## src/shared/crc_pkg.sv

```systemverilog
// Package for the byte-wide CRC-16 calculator.
// Assumes an APB slave with 32-bit data and word-aligned registers.
package crc_pkg;

    // ------------------------------------------------------------
    // Register map
    // ------------------------------------------------------------
    localparam logic [3:0]  ADDR_CTRL     = 4'h0;
    localparam logic [3:0]  ADDR_LOW      = 4'h4;
    localparam logic [3:0]  ADDR_HIGH     = 4'h8;
    localparam logic [3:0]  ADDR_STATUS   = 4'hc;
    localparam int          ADDR_W        = 4;

    // ------------------------------------------------------------
    // Field positions and values
    // ------------------------------------------------------------
    localparam int          CTRL_RST_BIT  = 0;
    localparam int          CTRL_INIT_BIT = 1;
    localparam int          CTRL_ORD_BIT  = 2;
    localparam logic [15:0] POLY          = 16'h1021;
    localparam logic [15:0] INIT_ZERO     = 16'h0000;
    localparam logic [15:0] INIT_ONES     = 16'hffff;
    localparam logic [15:0] RESULT_RESET  = 16'h0000;
    localparam logic [2:0]  CTRL_RESET    = 3'h0;
    localparam logic [3:0]  BIT_COUNT     = 4'h8;

    typedef enum logic [1:0] {
        CRC_IDLE,
        CRC_BUSY
    } crc_state_t;

endpackage : crc_pkg

```

## src/core/crc_step.sv

```systemverilog
// One bit step of the CRC-16 shift register.
// Assumes the caller picks the input bit in the chosen bit order.
module crc_step (
    input  wire logic [15:0] crc_in,
    input  wire logic        data_bit,
    output logic      [15:0] crc_out
);

    // ------------------------------------------------------------
    // Feedback step
    // ------------------------------------------------------------
    always_comb begin
        if (crc_in[15] ^ data_bit) begin
            crc_out = {crc_in[14:0], 1'b0} ^ crc_pkg::POLY; // RULE_07
        end else begin
            crc_out = {crc_in[14:0], 1'b0};
        end
    end

endmodule : crc_step

```

## src/core/crc_calc.sv

```systemverilog
// APB-attached byte-wide CRC-16 calculator.
// Assumes a synchronous APB master on the same 10 MHz clock.
//
// Function
// RULE_01: Writing a byte to the low register starts one calculation over it.
// RULE_02: Reading the low register returns the result's low byte.
// RULE_03: Writes to the high register change nothing.
// RULE_04: Reading the high register returns the result's high byte.
// RULE_05: Each byte folds into the running result since the last calculator reset.
// RULE_06: Calculation ends by itself and the engine returns to idle.
// RULE_07: The update uses generator polynomial 0x1021.
// RULE_08: Init select picks zeros or ones, applied only at a calculator reset.
// RULE_09: Writing one to the reset bit loads the initial value; bit self-clears.
// RULE_10: Order bit zero processes MSB first, one processes LSB first.
// RULE_11: The new result is visible by the next bus access after a write.
module crc_calc (
    input  wire logic        clock,
    input  wire logic        reset,
    input  wire logic        psel,
    input  wire logic        penable,
    input  wire logic        pwrite,
    input  wire logic [31:0] paddr,
    input  wire logic [31:0] pwdata,
    output logic      [31:0] prdata,
    output logic             pready,
    output logic             pslverr
);

    // ------------------------------------------------------------
    // State
    // ------------------------------------------------------------
    crc_pkg::crc_state_t state_reg, state_next;
    logic [15:0] result_reg, result_next;
    logic [7:0]  data_reg, data_next;
    logic [3:0]  count_reg, count_next;
    logic        init_sel_reg, init_sel_next;
    logic        order_reg, order_next;
    logic        pready_reg, pready_next;
    logic        pslverr_reg, pslverr_next;
    logic [31:0] prdata_reg, prdata_next;
    logic [15:0] step_out;
    logic        step_bit;
    logic        request;
    logic        hit;
    logic        access_wr;
    logic [3:0]  addr;

    assign prdata  = prdata_reg;
    assign pready  = pready_reg;
    assign pslverr = pslverr_reg;
    assign addr    = paddr[3:0];

    function automatic logic mapped(input logic [31:0] a);
        mapped = (a[31:4] == 28'h0) && (a[1:0] == 2'h0);
    endfunction : mapped

    assign hit = mapped(paddr);

    // ------------------------------------------------------------
    // Bit engine
    // ------------------------------------------------------------
    assign step_bit = order_reg ? data_reg[0] : data_reg[7]; // RULE_10

    crc_step u_step (
        .crc_in   (result_reg),
        .data_bit (step_bit),
        .crc_out  (step_out)
    );

    // ------------------------------------------------------------
    // Bus slave and calculator
    // ------------------------------------------------------------
    // A request that arrives while the engine is busy is held off, in setup or access phase alike,
    // until the engine is idle, so a read never sees a half-finished result.
    assign request   = psel && !pready_reg; // RULE_11
    assign access_wr = psel && penable && pready_reg && pwrite && hit;

    always_comb begin
        state_next    = state_reg;
        result_next   = result_reg;
        data_next     = data_reg;
        count_next    = count_reg;
        init_sel_next = init_sel_reg;
        order_next    = order_reg;
        pready_next   = 1'b0;
        pslverr_next  = 1'b0;
        prdata_next   = prdata_reg;
        case (state_reg)
            crc_pkg::CRC_IDLE: begin
                if (request) begin
                    pready_next  = 1'b1;
                    pslverr_next = !mapped(paddr);
                    prdata_next  = 32'h0;
                    if (!pwrite && hit) begin
                        case (addr)
                            crc_pkg::ADDR_CTRL:   prdata_next = {29'h0, order_reg, init_sel_reg, 1'b0};
                            crc_pkg::ADDR_LOW:    prdata_next = {24'h0, result_reg[7:0]};  // RULE_02
                            crc_pkg::ADDR_HIGH:   prdata_next = {24'h0, result_reg[15:8]}; // RULE_04
                            crc_pkg::ADDR_STATUS: prdata_next = 32'h0;
                            default:              prdata_next = 32'h0;
                        endcase
                    end
                end
                if (access_wr) begin
                    case (addr)
                        crc_pkg::ADDR_CTRL: begin
                            order_next    = pwdata[crc_pkg::CTRL_ORD_BIT];
                            init_sel_next = pwdata[crc_pkg::CTRL_INIT_BIT]; // RULE_08
                            if (pwdata[crc_pkg::CTRL_RST_BIT]) begin
                                // The reset bit is never stored, so it reads back as zero.
                                result_next = pwdata[crc_pkg::CTRL_INIT_BIT] ? crc_pkg::INIT_ONES
                                                                             : crc_pkg::INIT_ZERO; // RULE_09
                            end
                        end
                        crc_pkg::ADDR_LOW: begin
                            data_next  = pwdata[7:0]; // RULE_01
                            count_next = crc_pkg::BIT_COUNT;
                            state_next = crc_pkg::CRC_BUSY;
                        end
                        default: begin
                            state_next = state_reg; // RULE_03
                        end
                    endcase
                end
            end
            crc_pkg::CRC_BUSY: begin
                result_next = step_out; // RULE_05
                data_next   = order_reg ? {1'b0, data_reg[7:1]} : {data_reg[6:0], 1'b0};
                count_next  = count_reg - 4'h1;
                if (count_reg == 4'h1) begin
                    state_next = crc_pkg::CRC_IDLE; // RULE_06
                end
            end
            default: begin
                state_next = crc_pkg::CRC_IDLE;
            end
        endcase
    end

    always_ff @(posedge clock) begin
        if (reset) begin
            state_reg    <= crc_pkg::CRC_IDLE;
            result_reg   <= crc_pkg::RESULT_RESET;
            data_reg     <= 8'h00;
            count_reg    <= 4'h0;
            init_sel_reg <= 1'b0;
            order_reg    <= 1'b0;
            pready_reg   <= 1'b0;
            pslverr_reg  <= 1'b0;
            prdata_reg   <= 32'h0;
        end else begin
            state_reg    <= state_next;
            result_reg   <= result_next;
            data_reg     <= data_next;
            count_reg    <= count_next;
            init_sel_reg <= init_sel_next;
            order_reg    <= order_next;
            pready_reg   <= pready_next;
            pslverr_reg  <= pslverr_next;
            prdata_reg   <= prdata_next;
        end
    end

    // ------------------------------------------------------------
    // Checks
    // ------------------------------------------------------------
    chk_busy_length: assert property (@(posedge clock) disable iff (reset) // RULE_06
        (state_reg == crc_pkg::CRC_IDLE) ##1 (state_reg == crc_pkg::CRC_BUSY)
            |-> (state_reg == crc_pkg::CRC_BUSY) [*8] ##1 (state_reg == crc_pkg::CRC_IDLE))
        else $error("Calculation did not take eight cycles.");

    chk_low_write_starts: assert property (@(posedge clock) disable iff (reset) // RULE_01
        access_wr && addr == crc_pkg::ADDR_LOW |=> state_reg == crc_pkg::CRC_BUSY)
        else $error("Low write did not start a calculation.");

    chk_high_write_none: assert property (@(posedge clock) disable iff (reset) // RULE_03
        access_wr && addr == crc_pkg::ADDR_HIGH && state_reg == crc_pkg::CRC_IDLE |=> $stable(result_reg))
        else $error("High write changed the result.");

    chk_low_read_value: assert property (@(posedge clock) disable iff (reset) // RULE_02
        request && !pwrite && hit && addr == crc_pkg::ADDR_LOW && state_reg == crc_pkg::CRC_IDLE
            |=> prdata_reg == {24'h0, $past(result_reg[7:0])})
        else $error("Low read returned the wrong byte.");

    chk_high_read_value: assert property (@(posedge clock) disable iff (reset) // RULE_04
        request && !pwrite && hit && addr == crc_pkg::ADDR_HIGH && state_reg == crc_pkg::CRC_IDLE
            |=> prdata_reg == {24'h0, $past(result_reg[15:8])})
        else $error("High read returned the wrong byte.");

    chk_reset_loads: assert property (@(posedge clock) disable iff (reset) // RULE_09
        access_wr && addr == crc_pkg::ADDR_CTRL && pwdata[0]
            |=> result_reg == ($past(pwdata[1]) ? 16'hffff : 16'h0000))
        else $error("Calculator reset loaded the wrong value.");

    chk_ctrl_rst_zero: assert property (@(posedge clock) disable iff (reset) // RULE_09
        request && !pwrite && hit && addr == crc_pkg::ADDR_CTRL && state_reg == crc_pkg::CRC_IDLE
            |=> prdata_reg[0] == 1'b0)
        else $error("Calculator reset bit did not read back as zero.");

    chk_unmapped_none: assert property (@(posedge clock) disable iff (reset) // RULE_01
        psel && penable && pready_reg && pwrite && !hit && state_reg == crc_pkg::CRC_IDLE
            |=> $stable(result_reg) && state_reg == crc_pkg::CRC_IDLE)
        else $error("Unmapped write changed the calculator.");

    chk_init_sel_hold: assert property (@(posedge clock) disable iff (reset) // RULE_08
        access_wr && addr == crc_pkg::ADDR_CTRL && !pwdata[0] && state_reg == crc_pkg::CRC_IDLE
            |=> $stable(result_reg))
        else $error("Init select changed the result without a reset.");

    chk_no_answer_busy: assert property (@(posedge clock) disable iff (reset) // RULE_11
        state_reg == crc_pkg::CRC_BUSY |=> !pready_reg)
        else $error("Bus answered while a calculation ran.");

    chk_poly_step: assert property (@(posedge clock) disable iff (reset) // RULE_07
        state_reg == crc_pkg::CRC_BUSY && (result_reg[15] ^ step_bit)
            |=> result_reg == ({$past(result_reg[14:0]), 1'b0} ^ 16'h1021))
        else $error("Feedback step did not use the polynomial.");

    chk_order_bit: assert property (@(posedge clock) disable iff (reset) // RULE_10
        access_wr && addr == crc_pkg::ADDR_LOW
            |=> step_bit == (order_reg ? $past(pwdata[0]) : $past(pwdata[7])))
        else $error("Wrong input bit order.");

    chk_fold_running: assert property (@(posedge clock) disable iff (reset) // RULE_05
        state_reg == crc_pkg::CRC_BUSY && !(result_reg[15] ^ step_bit)
            |=> result_reg == {$past(result_reg[14:0]), 1'b0})
        else $error("Byte did not fold into the running result.");

endmodule : crc_calc

```

## config.mk

```make
export PLATFORM = sky130hd
export DESIGN_NAME = crc_calc
export DESIGN_NICKNAME = d
export VERILOG_FILES = /design/src/shared/crc_pkg.sv /design/src/core/crc_step.sv /design/src/core/crc_calc.sv
export SDC_FILE = /design/constraint.sdc
export NUM_CORES = 1
export LEC_CHECK = 0
export BUFFER_PORTS_ARGS = -buffer_cell sky130_fd_sc_hd__buf_4
export CAP_MARGIN = 10
export CORE_UTILIZATION = 50
export CTS_CLUSTER_DIAMETER = 120
export CTS_CLUSTER_SIZE = 10
export DETAILED_ROUTE_END_ITERATION = 8
export PLACE_DENSITY = 0.82
export SLEW_MARGIN = 30
export SYNTH_ARGS = -nofsm -noshare
export SYNTH_HDL_FRONTEND = slang
export SYNTH_HIERARCHICAL = 1
export SYNTH_SLANG_ARGS = --single-unit
```

## constraint.sdc

```tcl
create_clock -name clock -period 4.8 [get_ports clock]
set_input_delay 0.48 -clock clock [delete_from_list [all_inputs] [get_ports clock]]
set_output_delay 0.48 -clock clock [all_outputs]
set_load 0.05 [all_outputs]
```

==> results.yml, run 1 <==
run_status:
  status: "complete, no violations"
power_and_ir_drop:
  vdd_drop_max_v: 0.000153
  leakagePower_nw: 1.19
  power.total_uw: 677
  p_per_area_nw_per_um2: 235
critical_path:
  slowest_stage: "a41oi_2"
  crit_buf_inv: 1
  cp.required_ns: 4.97
  critPathCaptureType: "register"
  worst_path_largest_cell_delay_ns: 0.59
  crit_type: "input pin to register"
  path_max_fanout: 16
  path_depth: 5
  arrival_ns: 2.51
  rr_worst_depth: 5
  crit_path_cell_trace: "buf_4 -> nor4_1 -> and4_1 -> a41oi_2 -> mux2_2"
  cp-start-kind: "input pin"
  crit_family: "simple AND/OR/NAND/NOR gates"
placed_design:
  dp_cells: 386
  post-dp-hpwl_um: 3870
  postPlaceCellArea_sq_um: 2800
  place.gp.congestion: 0.752
  dp_worst_setup_slack_ns: 2.22
  io_buffers: 54
final_layout:
  n_fill_cell: 426
  fin_nets: 397
  syn_to_final_growth_pct: 11.8
  largest_reg_flops: 16
  final_cells: 393
  fin_area_sq_um: 2890
  diodes: 0
  drive_above_1_share_pct: 26.1
routing:
  drc: 0
  drt_iter0_markers: 189
  vias: 2182
  ant_nets: 0
  routed_wl_um: 5540
  viasPerCell: 5.55
  routedWlPerCell_um: 14.1
  drtPass1Iterations: 4
synthesis:
  avgSynthCellArea_sq_um: 8.63
  synth_edf_count: 0
  syn_area_sq_um: 2580
  synth_area_leaders: "dfxtp_1, buf_4, mux2_2"
  netlist.area_leader.share_pct: 31.8
  ys.flop_type: "dfxtp_1"
  yosys.area.top_type: "dfxtp_1"
  ys_seq_area_share_pct: 31.8
  syn_inst: 299
  ys_async_sr_fraction_pct: 0
  yosysWarnings: 6
  synth_cell_types: 42
  yosys_register_bits: 41
floorplanning:
  core-area_sq_um: 4850
  top_level_ports: 103
  start_util_pct: 53.2
  chipWidth_um: 73.9
  die_area_sq_um: 5450
  die_h_um: 73.9
  rows: 25
clocking:
  clockRootBuffer: "clkbuf_8"
  h-tree-depth: 2
  clkTransAtPathRegs_ns: 0.08
  cts_tree: "built"
  clk_latency_ns: 0.29
  clock_path_buffers: 2
  post_cts_buffers: 0
  hold_buffers: 0
  cts.sinks: 41
  cts_made_buffers: 5
  cts_resized: 0
grt:
  grt_remaining_overflow: 0
  antenna_found_initial: 0
  grt_use_total_pct: 21.2
  grt_pass1_vias: 1973
  grt_max_degree: 63
  grt_pass1_wl_um: 8760
timing:
  finalClockSkew_ns: 0.00580
  setup_ws_ns: 2.46
  worstMarginPinSlew_ns: 1.01
  finalSetupViolCount: 0
  fin_crit_sh_pct: 48.7
  drv_slew: 0
  final.setup.tns_ns: 0
  rsz0062_at_grt: "false"
  fmax_mhz: 428
  max-slew-margin-rel_pct: 32.9
  hold_viol: 0
  min_period_ns: 2.34
min_path:
  hold_path_depth: 2
  hold_path_class: "register to register"
run:
  maxCapViolCount: 0
==> power breakdown <==
part	switching, mW	internal, mW	total [mW]
sequential	0.000491	0.341	0.341
combinational	0.0735	0.0336	0.107
clock	0.114	0.114	0.228
total	0.188	0.489	0.677
==> logic make-up after synthesis <==
kind of cell / share of synthesized area, %
AO/OA/AOI/OAI: 15.5
adder cells (fa/ha/maj): 0.969
AND/OR/NAND/NOR: 20.9
multiplexers: 12.9
other: 0.145
buffers and inverters: 14.8
flip-flops: 31.8
XOR/XNOR: 2.86
==> through the flow <==
| stage | hold slack [ns] | utilization [%] |
|---|---|---|
| floorplan | 0.448 | - |
| global placement | 0.447 | 57.7 |
| detailed placement | 0.451 | 57.7 |
| CTS | 0.459 | 59.5 |
| global route | 0.455 | 59.5 |
| finish | 0.463 | 59.5 |
==> worst reg2reg max path: cells and delay by family, from the launching register on <==
family | cells | cell delay (ns)
DFF | 1 | 0.67
muxes | 2 | 0.71
and+or+nand+nor | 1 | 0.05
xor gates and xnor gates | 1 | 0.36
AOI/OAI and AO/OA | 1 | 0.15
==> Yosys cell counts (all sizes together), types with 4 or more instances <==
library cell	instances
inv	4
buf	42
dfxtp	41
nand4	6
nand2b	6
nor2	25
a21oi	32
or4	9
a211o	5
mux2i	12
nor4	8
nand2	11
clkbuf	16
nor2b	20
mux2	19
a22oi	6
==> area by class of cell <==
type	count	area, sq um	area share (%)
Multi-Input combinational cell	219	1470	50.8
Sequential cell	41	821	28.4
Timing Repair Buffer	55	413	14.3
Clock buffer	7	86.3	2.99
Tap cell	67	83.8	2.91
Inverter	4	15.0	0.520
==> metal layers <==
metal  vias to the layer above  track usage, %  wire, um
li1                       1069               -         -
met4                         0            7.26        63
met2                        79            36.6      2780
met3                         6            4.80       341
met1                      1028            25.7      2360
met5                         -               0         0
==> worst paths after layout <==
| path | from | endpoint | slack, ns |
|---|---|---|---|
| max | paddr[18] | result_reg[3] | 2.46 |
| min | prdata[3] | prdata[3] | 0.46 |
| max reg2reg | order_reg | result_reg[5] | 2.75 |
| min reg2reg | prdata[3] | prdata[3] | 0.46 |
==> placed cells by master, fill, tap and decap left out, types with 4 or more instances in the layout <==
cell      count
nand2_1      11
nand2b_1      6
buf_4        55
a21oi_1      32
clkbuf_8      6
a22oi_1       6
nand4_1       6
dfxtp_1      41
or4_1         9
nor2_1       25
a211o_1       5
inv_1         4
mux2_2       19
mux2i_1      12
nor4_1        8
conb_1       24
nor2b_1      19
Power figures use the tool's default switching activity.
==> run 2, diff against run 1 <==
--- a/config.mk
+++ b/config.mk
@@ -5,13 +5,14 @@
 export SDC_FILE = /design/constraint.sdc
 export NUM_CORES = 1
 export LEC_CHECK = 0
+export ABC_AREA = 1
 export BUFFER_PORTS_ARGS = -buffer_cell sky130_fd_sc_hd__buf_4
 export CAP_MARGIN = 10
-export CORE_UTILIZATION = 50
+export CORE_UTILIZATION = 45
 export CTS_CLUSTER_DIAMETER = 120
 export CTS_CLUSTER_SIZE = 10
 export DETAILED_ROUTE_END_ITERATION = 8
-export PLACE_DENSITY = 0.82
+export PLACE_DENSITY = 0.77
 export SLEW_MARGIN = 30
 export SYNTH_ARGS = -nofsm -noshare
 export SYNTH_HDL_FRONTEND = slang
==> constraint.sdc (replaced) <==
create_clock -name clock -period 2.1 [get_ports clock]
set_input_delay 0.21 -clock clock [delete_from_list [all_inputs] [get_ports clock]]
set_output_delay 0.21 -clock clock [all_outputs]
set_load 0.05 [all_outputs]
==> run 2 against run 1 <==
Hold slack lost 0.31 ns. Sequential cell count stayed put. Die area grew 18%. Utilization shrank 6.4 points. Critical path type is now register to register. Largest power group unchanged. Sequential share of layout area down 2.3 points. Critical endpoint is now result_reg[15]. Global-route usage fell by 2.1 points.
==> results.yml, run 2 <==
run_status:
  status: "complete, no violations"
critical_path:
  cp_common_cell: "nand2_1"
  arrival_ns: 1.88
  worst_path_largest_cell_delay_ns: 0.56
  slowest_stage: "nand2_1"
  regToRegStartpoint: "state_reg[0]"
  startpoint: "state_reg[0]"
  critPathCaptureType: "register"
  cp.required_ns: 2.30
  rr_worst_depth: 5
  crit_type: "register to register"
  path_max_fanout: 17
  crit_path_cell_trace: "clkinv_1 -> nand2_1 -> nand2_1 -> a21oi_1 -> nor2_1"
  timing.reg2reg.setup_slack_ns: 0.42
  cp-start-kind: "register"
  r2r-end: "result_reg[15]"
synthesis:
  post-synth-top-count-cell: "nand2_1"
  yosysWarnings: 6
  ys_async_sr_fraction_pct: 0
  netlist.area_leader.share_pct: 29.7
  ys.flop_type: "dfxtp_1"
  syn_inst: 430
  ys_seq_area_share_pct: 29.7
  netlist_top_cells_count: "nand2_1, nor2_1, inv_1"
  synth_cell_types: 32
  syn_area_sq_um: 2760
  synth_area_leaders: "dfxtp_1, nand2_1, buf_4"
  yosys.area.top_type: "dfxtp_1"
  yosys_register_bits: 41
  avgSynthCellArea_sq_um: 6.42
  synth_edf_count: 0
final_layout:
  largest_reg_flops: 16
  fin_nets: 534
  final_common_cell: "nand2_1"
  syn_to_final_growth_pct: 13.9
  drive_above_1_share_pct: 20.3
  final_cells: 539
  final_cell_mix: "nand2_1, nor2_1, buf_4"
  diodes: 0
clocking:
  cts_tree: "built"
  clk_latency_ns: 0.30
  post_cts_buffers: 0
  cts_made_buffers: 5
  hold_buffers: 0
  cts_resized: 0
  h-tree-depth: 2
  cts.sinks: 41
  clkTransAtPathRegs_ns: 0.09
  clock_path_buffers: 2
  clockRootBuffer: "clkbuf_8"
placed_design:
  io_buffers: 54
  place.gp.congestion: 0.798
  dp_cells: 531
  dp_worst_setup_slack_ns: 0.328
  post-dp-hpwl_um: 4220
timing:
  rsz0062_at_grt: "false"
  max-slew-margin-rel_pct: 63.4
  finalClockSkew_ns: 0.00930
  setup_ws_ns: 0.416
  hold_viol: 0
  min_period_ns: 1.68
  final.setup.tns_ns: 0
  drv_slew: 0
  fmax_mhz: 594
  worstMarginPinSlew_ns: 0.547
  fin_crit_sh_pct: 80.2
  finalSetupViolCount: 0
grt:
  antenna_found_initial: 0
  grt_pass1_wl_um: 9650
  grt_max_degree: 39
  grt_use_total_pct: 19.0
  grt_pass1_vias: 2236
  grt_remaining_overflow: 0
routing:
  drc: 0
  routedWlPerCell_um: 10.7
  drtPass1Iterations: 4
  vias: 2565
  drt_iter0_markers: 146
  viasPerCell: 4.76
  routed_wl_um: 5790
  ant_nets: 0
min_path:
  hold_path_class: "input pin to register"
  min-delay-start: "pwdata[1]"
  hold_end: "init_sel_reg"
  hold_path_depth: 3
floorplanning:
  die_area_sq_um: 6450
  core-area_sq_um: 5920
  chipWidth_um: 80.3
  die_h_um: 80.3
  top_level_ports: 103
  rows: 28
  start_util_pct: 46.6
power_and_ir_drop:
  p_comb_share_pct: 13.3
  vdd_drop_max_v: 0.000329
  swShare_pct: 25.8
  p_per_area_nw_per_um2: 571
  seq_power_share_pct: 43.4
  p_switching_uw: 462
  p_int_mw: 1.33
  p_clk_share_pct: 43.3
  leakagePower_nw: 1.69
run:
  maxCapViolCount: 0
==> run 2: how the worst max path moves through the flow <==
| stage | endpoint | cells past startpoint |
|---|---|---|
| final | result_reg[15] | 5 |
| after global routing | data_reg[1] | 5 |
| after CTS | result_reg[15] | 5 |
| after detailed placement | result_reg[15] | 9 |
| after global placement | data_reg[1] | 5 |
| after floorplan | data_reg[0] | 7 |
==> run 2: per-stage QoR <==
step	hold WS [ns]	power, mW	utilization [%]	cell area [sq um]
after global routing	0.171	1.86	53.1	3140
after CTS	0.153	1.81	53.1	3140
after detailed placement	0.458	1.04	50.8	3010
after global placement	0.447	1.04	50.8	3010
final	0.154	1.79	53.1	3140
after floorplan	0.289	0.988	-	2850
==> run 2: cell families (layout without fill, tap and decap cells) <==
group / count (synthesis) / in the layout / synth area share [%]
AND/OR/NAND/NOR: 227 / 227 / 37.5
flip-flops: 41 / 41 / 29.7
AO/OA/AOI/OAI: 55 / 55 / 10.9
adder cells (fa/ha/maj): 2 / 2 / 0.906
buffers and inverters: 103 / 114 / 20.5
other: 1 / 24 / 0.136
XOR/XNOR: 1 / 1 / 0.317
==> run 2: area by class of cell <==
| type | count | area, sq um |
|---|---|---|
| inverters | 47 | 176 |
| multi-input cells | 309 | 1460 |
| clock inverters | 3 | 68.8 |
| flip-flops and latches | 41 | 821 |
| clock buffers | 5 | 68.8 |
| repair buffers | 59 | 455 |
| fillers | 586 | 2780 |
| well taps | 75 | 93.8 |
==> run 2: power groups by stage <==
stage / registers, mW / clock network (mW) / logic (mW)
global placement: 0.798 / 0 / 0.237
finish: 0.779 / 0.776 / 0.239
detailed placement: 0.798 / 0 / 0.239
CTS: 0.779 / 0.791 / 0.240
global route: 0.780 / 0.822 / 0.259
floorplan: 0.806 / 0 / 0.183
==> run 2: layer usage <==
layer	GRT usage, %	part of all wire (%)	vias up
met1	22.7	44	1121
met4	7.14	1.7	0
met5	0	0	-
met3	3.41	5.7	11
li1	-	-	1349
met2	33.7	49	84
==> run 2: critical path, delay by kind of cell (launching register included) <==
kind	cells	cell delay [ns]
AO/OA/AOI/OAI	1	0.17
flip-flops	1	0.34
AND/OR/NAND/NOR	3	0.74
buffers and inverters	1	0.33
==> run 3, diff against run 2 <==
==> constraint.sdc (replaced) <==
create_clock -name clock -period 1.5 [get_ports clock]
set_input_delay 0.15 -clock clock [delete_from_list [all_inputs] [get_ports clock]]
set_output_delay 0.15 -clock clock [all_outputs]
set_load 0.05 [all_outputs]
==> run 3 against run 2 <==
Combinational power increased by 46%. Hold slack worse by 0.051 ns. Sequential power up 40%. First-iteration DRC count up 9.6%. Global-route usage increased by 0.73 points. Sequential share of layout area shrank 0.23 points. Total power up 22%. Cell area grew 1.0%. Maximum frequency up 26%. Clock skew fell by 0.0020 ns. Non-clock buffer count rose by 7. Critical path depth increased by 6.
==> results.yml, run 3 (same netlist as run 2, synthesis figures left out) <==
run_status:
  status: "complete, no violations"
placed_design:
  postPlaceCellArea_sq_um: 3090
  io_buffers: 54
  post-dp-hpwl_um: 4380
  dp_cells: 538
  place.gp.congestion: 0.829
  dp_worst_setup_slack_ns: 0.0263
grt:
  grt_remaining_overflow: 0
  grt_max_degree: 33
  grt_use_total_pct: 19.8
  grt_pass1_wl_um: 10100
  antenna_found_initial: 0
  grt_pass1_vias: 2347
clocking:
  clk_latency_ns: 0.30
  cts_made_buffers: 5
  clockRootBuffer: "clkbuf_8"
  h-tree-depth: 2
  clock_path_buffers: 2
  cts_tree: "built"
  clkTransAtPathRegs_ns: 0.08
  cts.sinks: 41
  hold_buffers: 0
critical_path:
  timing.reg2reg.setup_slack_ns: 0.16
  crit_type: "register to register"
  path_max_fanout: 5
  arrival_ns: 1.58
  critPathCaptureType: "register"
  cp.required_ns: 1.74
  cp-start-kind: "register"
floorplanning:
  top_level_ports: 103
  chipWidth_um: 80.3
  die_area_sq_um: 6450
  start_util_pct: 46.6
  rows: 28
  die_h_um: 80.3
  core-area_sq_um: 5920
routing:
  drt_iter0_markers: 160
  drc: 0
  drtPass1Iterations: 4
  viasPerCell: 4.87
  vias: 2653
  routedWlPerCell_um: 11.1
  routed_wl_um: 6060
  ant_nets: 0
timing:
  fmax_mhz: 748
  finalClockSkew_ns: 0.00725
  hold_slack_ns: 0.102
  final.setup.tns_ns: 0
  fin_crit_sh_pct: 89.1
  finalSetupViolCount: 0
  setup_ws_ns: 0.163
  min_period_ns: 1.34
  drv_slew: 0
  rsz0062_at_grt: "false"
  hold_viol: 0
final_layout:
  final_cells: 545
  drive_above_1_share_pct: 21.7
  diodes: 0
  utilization_pct: 53.7
  fin_area_sq_um: 3180
  syn_to_final_growth_pct: 15.1
  largest_reg_flops: 16
  fin_nets: 541
  final_cell_mix: "nand2_1, buf_4, nor2_1"
  final_common_cell: "nand2_1"
run:
  maxCapViolCount: 0
power_and_ir_drop:
  vdd_drop_max_v: 0.000380
  leakagePower_nw: 1.71
  power.total_mw: 2.19
  p_per_area_nw_per_um2: 690
min_path:
  hold_path_class: "input pin to register"
[run 3: power breakdown]
group | switching [mW] | leakage (nW) | internal [mW] | total [mW]
clock | 0.388 | 0.0433 | 0.364 | 0.752
sequential | 0.00126 | 0.331 | 1.09 | 1.09
combinational | 0.234 | 1.33 | 0.114 | 0.348
total | 0.623 | 1.71 | 1.57 | 2.19
[run 3: final timing paths]
check | from | to | depth (start not counted)
min reg2reg | prdata[5] | prdata[5] | 2
max | order_reg | result_reg[5] | 11
max reg2reg | order_reg | result_reg[5] | 11
min | pwdata[1] | init_sel_reg | 3
[run 3: routing by layer]
metal / vias up / part of all wire, % / track usage (%)
met5: - / 0 / 0
met4: 0 / 1.6 / 6.43
met3: 8 / 5.9 / 2.73
met2: 92 / 50 / 36.8
met1: 1195 / 43 / 23.0
li1: 1358 / - / -
[run 3: layout make-up]
class | instances | area [sq um]
inverters | 47 | 176
repair buffers | 66 | 533
well taps | 75 | 93.8
clock buffers | 6 | 82.6
fillers | 581 | 2740
multi-input cells | 309 | 1460
flip-flops and latches | 41 | 822
clock inverters | 1 | 7.51
[run 3: critical path, cell delays in order (launching register included)]
cell and delay (ns):
dfxtp_1 0.40, nand2_1 0.07, o21ai_1 0.10, buf_4 0.14
inv_1 0.04, nand2_1 0.08, nand3_1 0.09, nand2_1 0.08
nand2_1 0.05, nand2_1 0.07, a21oi_1 0.04, nor2_1 0.11
[run 3: repair_timing]
action,in CTS,in global routing
hold endpoints to repair,0,0
setup buffers,0,0
endpoints found under the setup margin,0,3
resized for setup,0,2
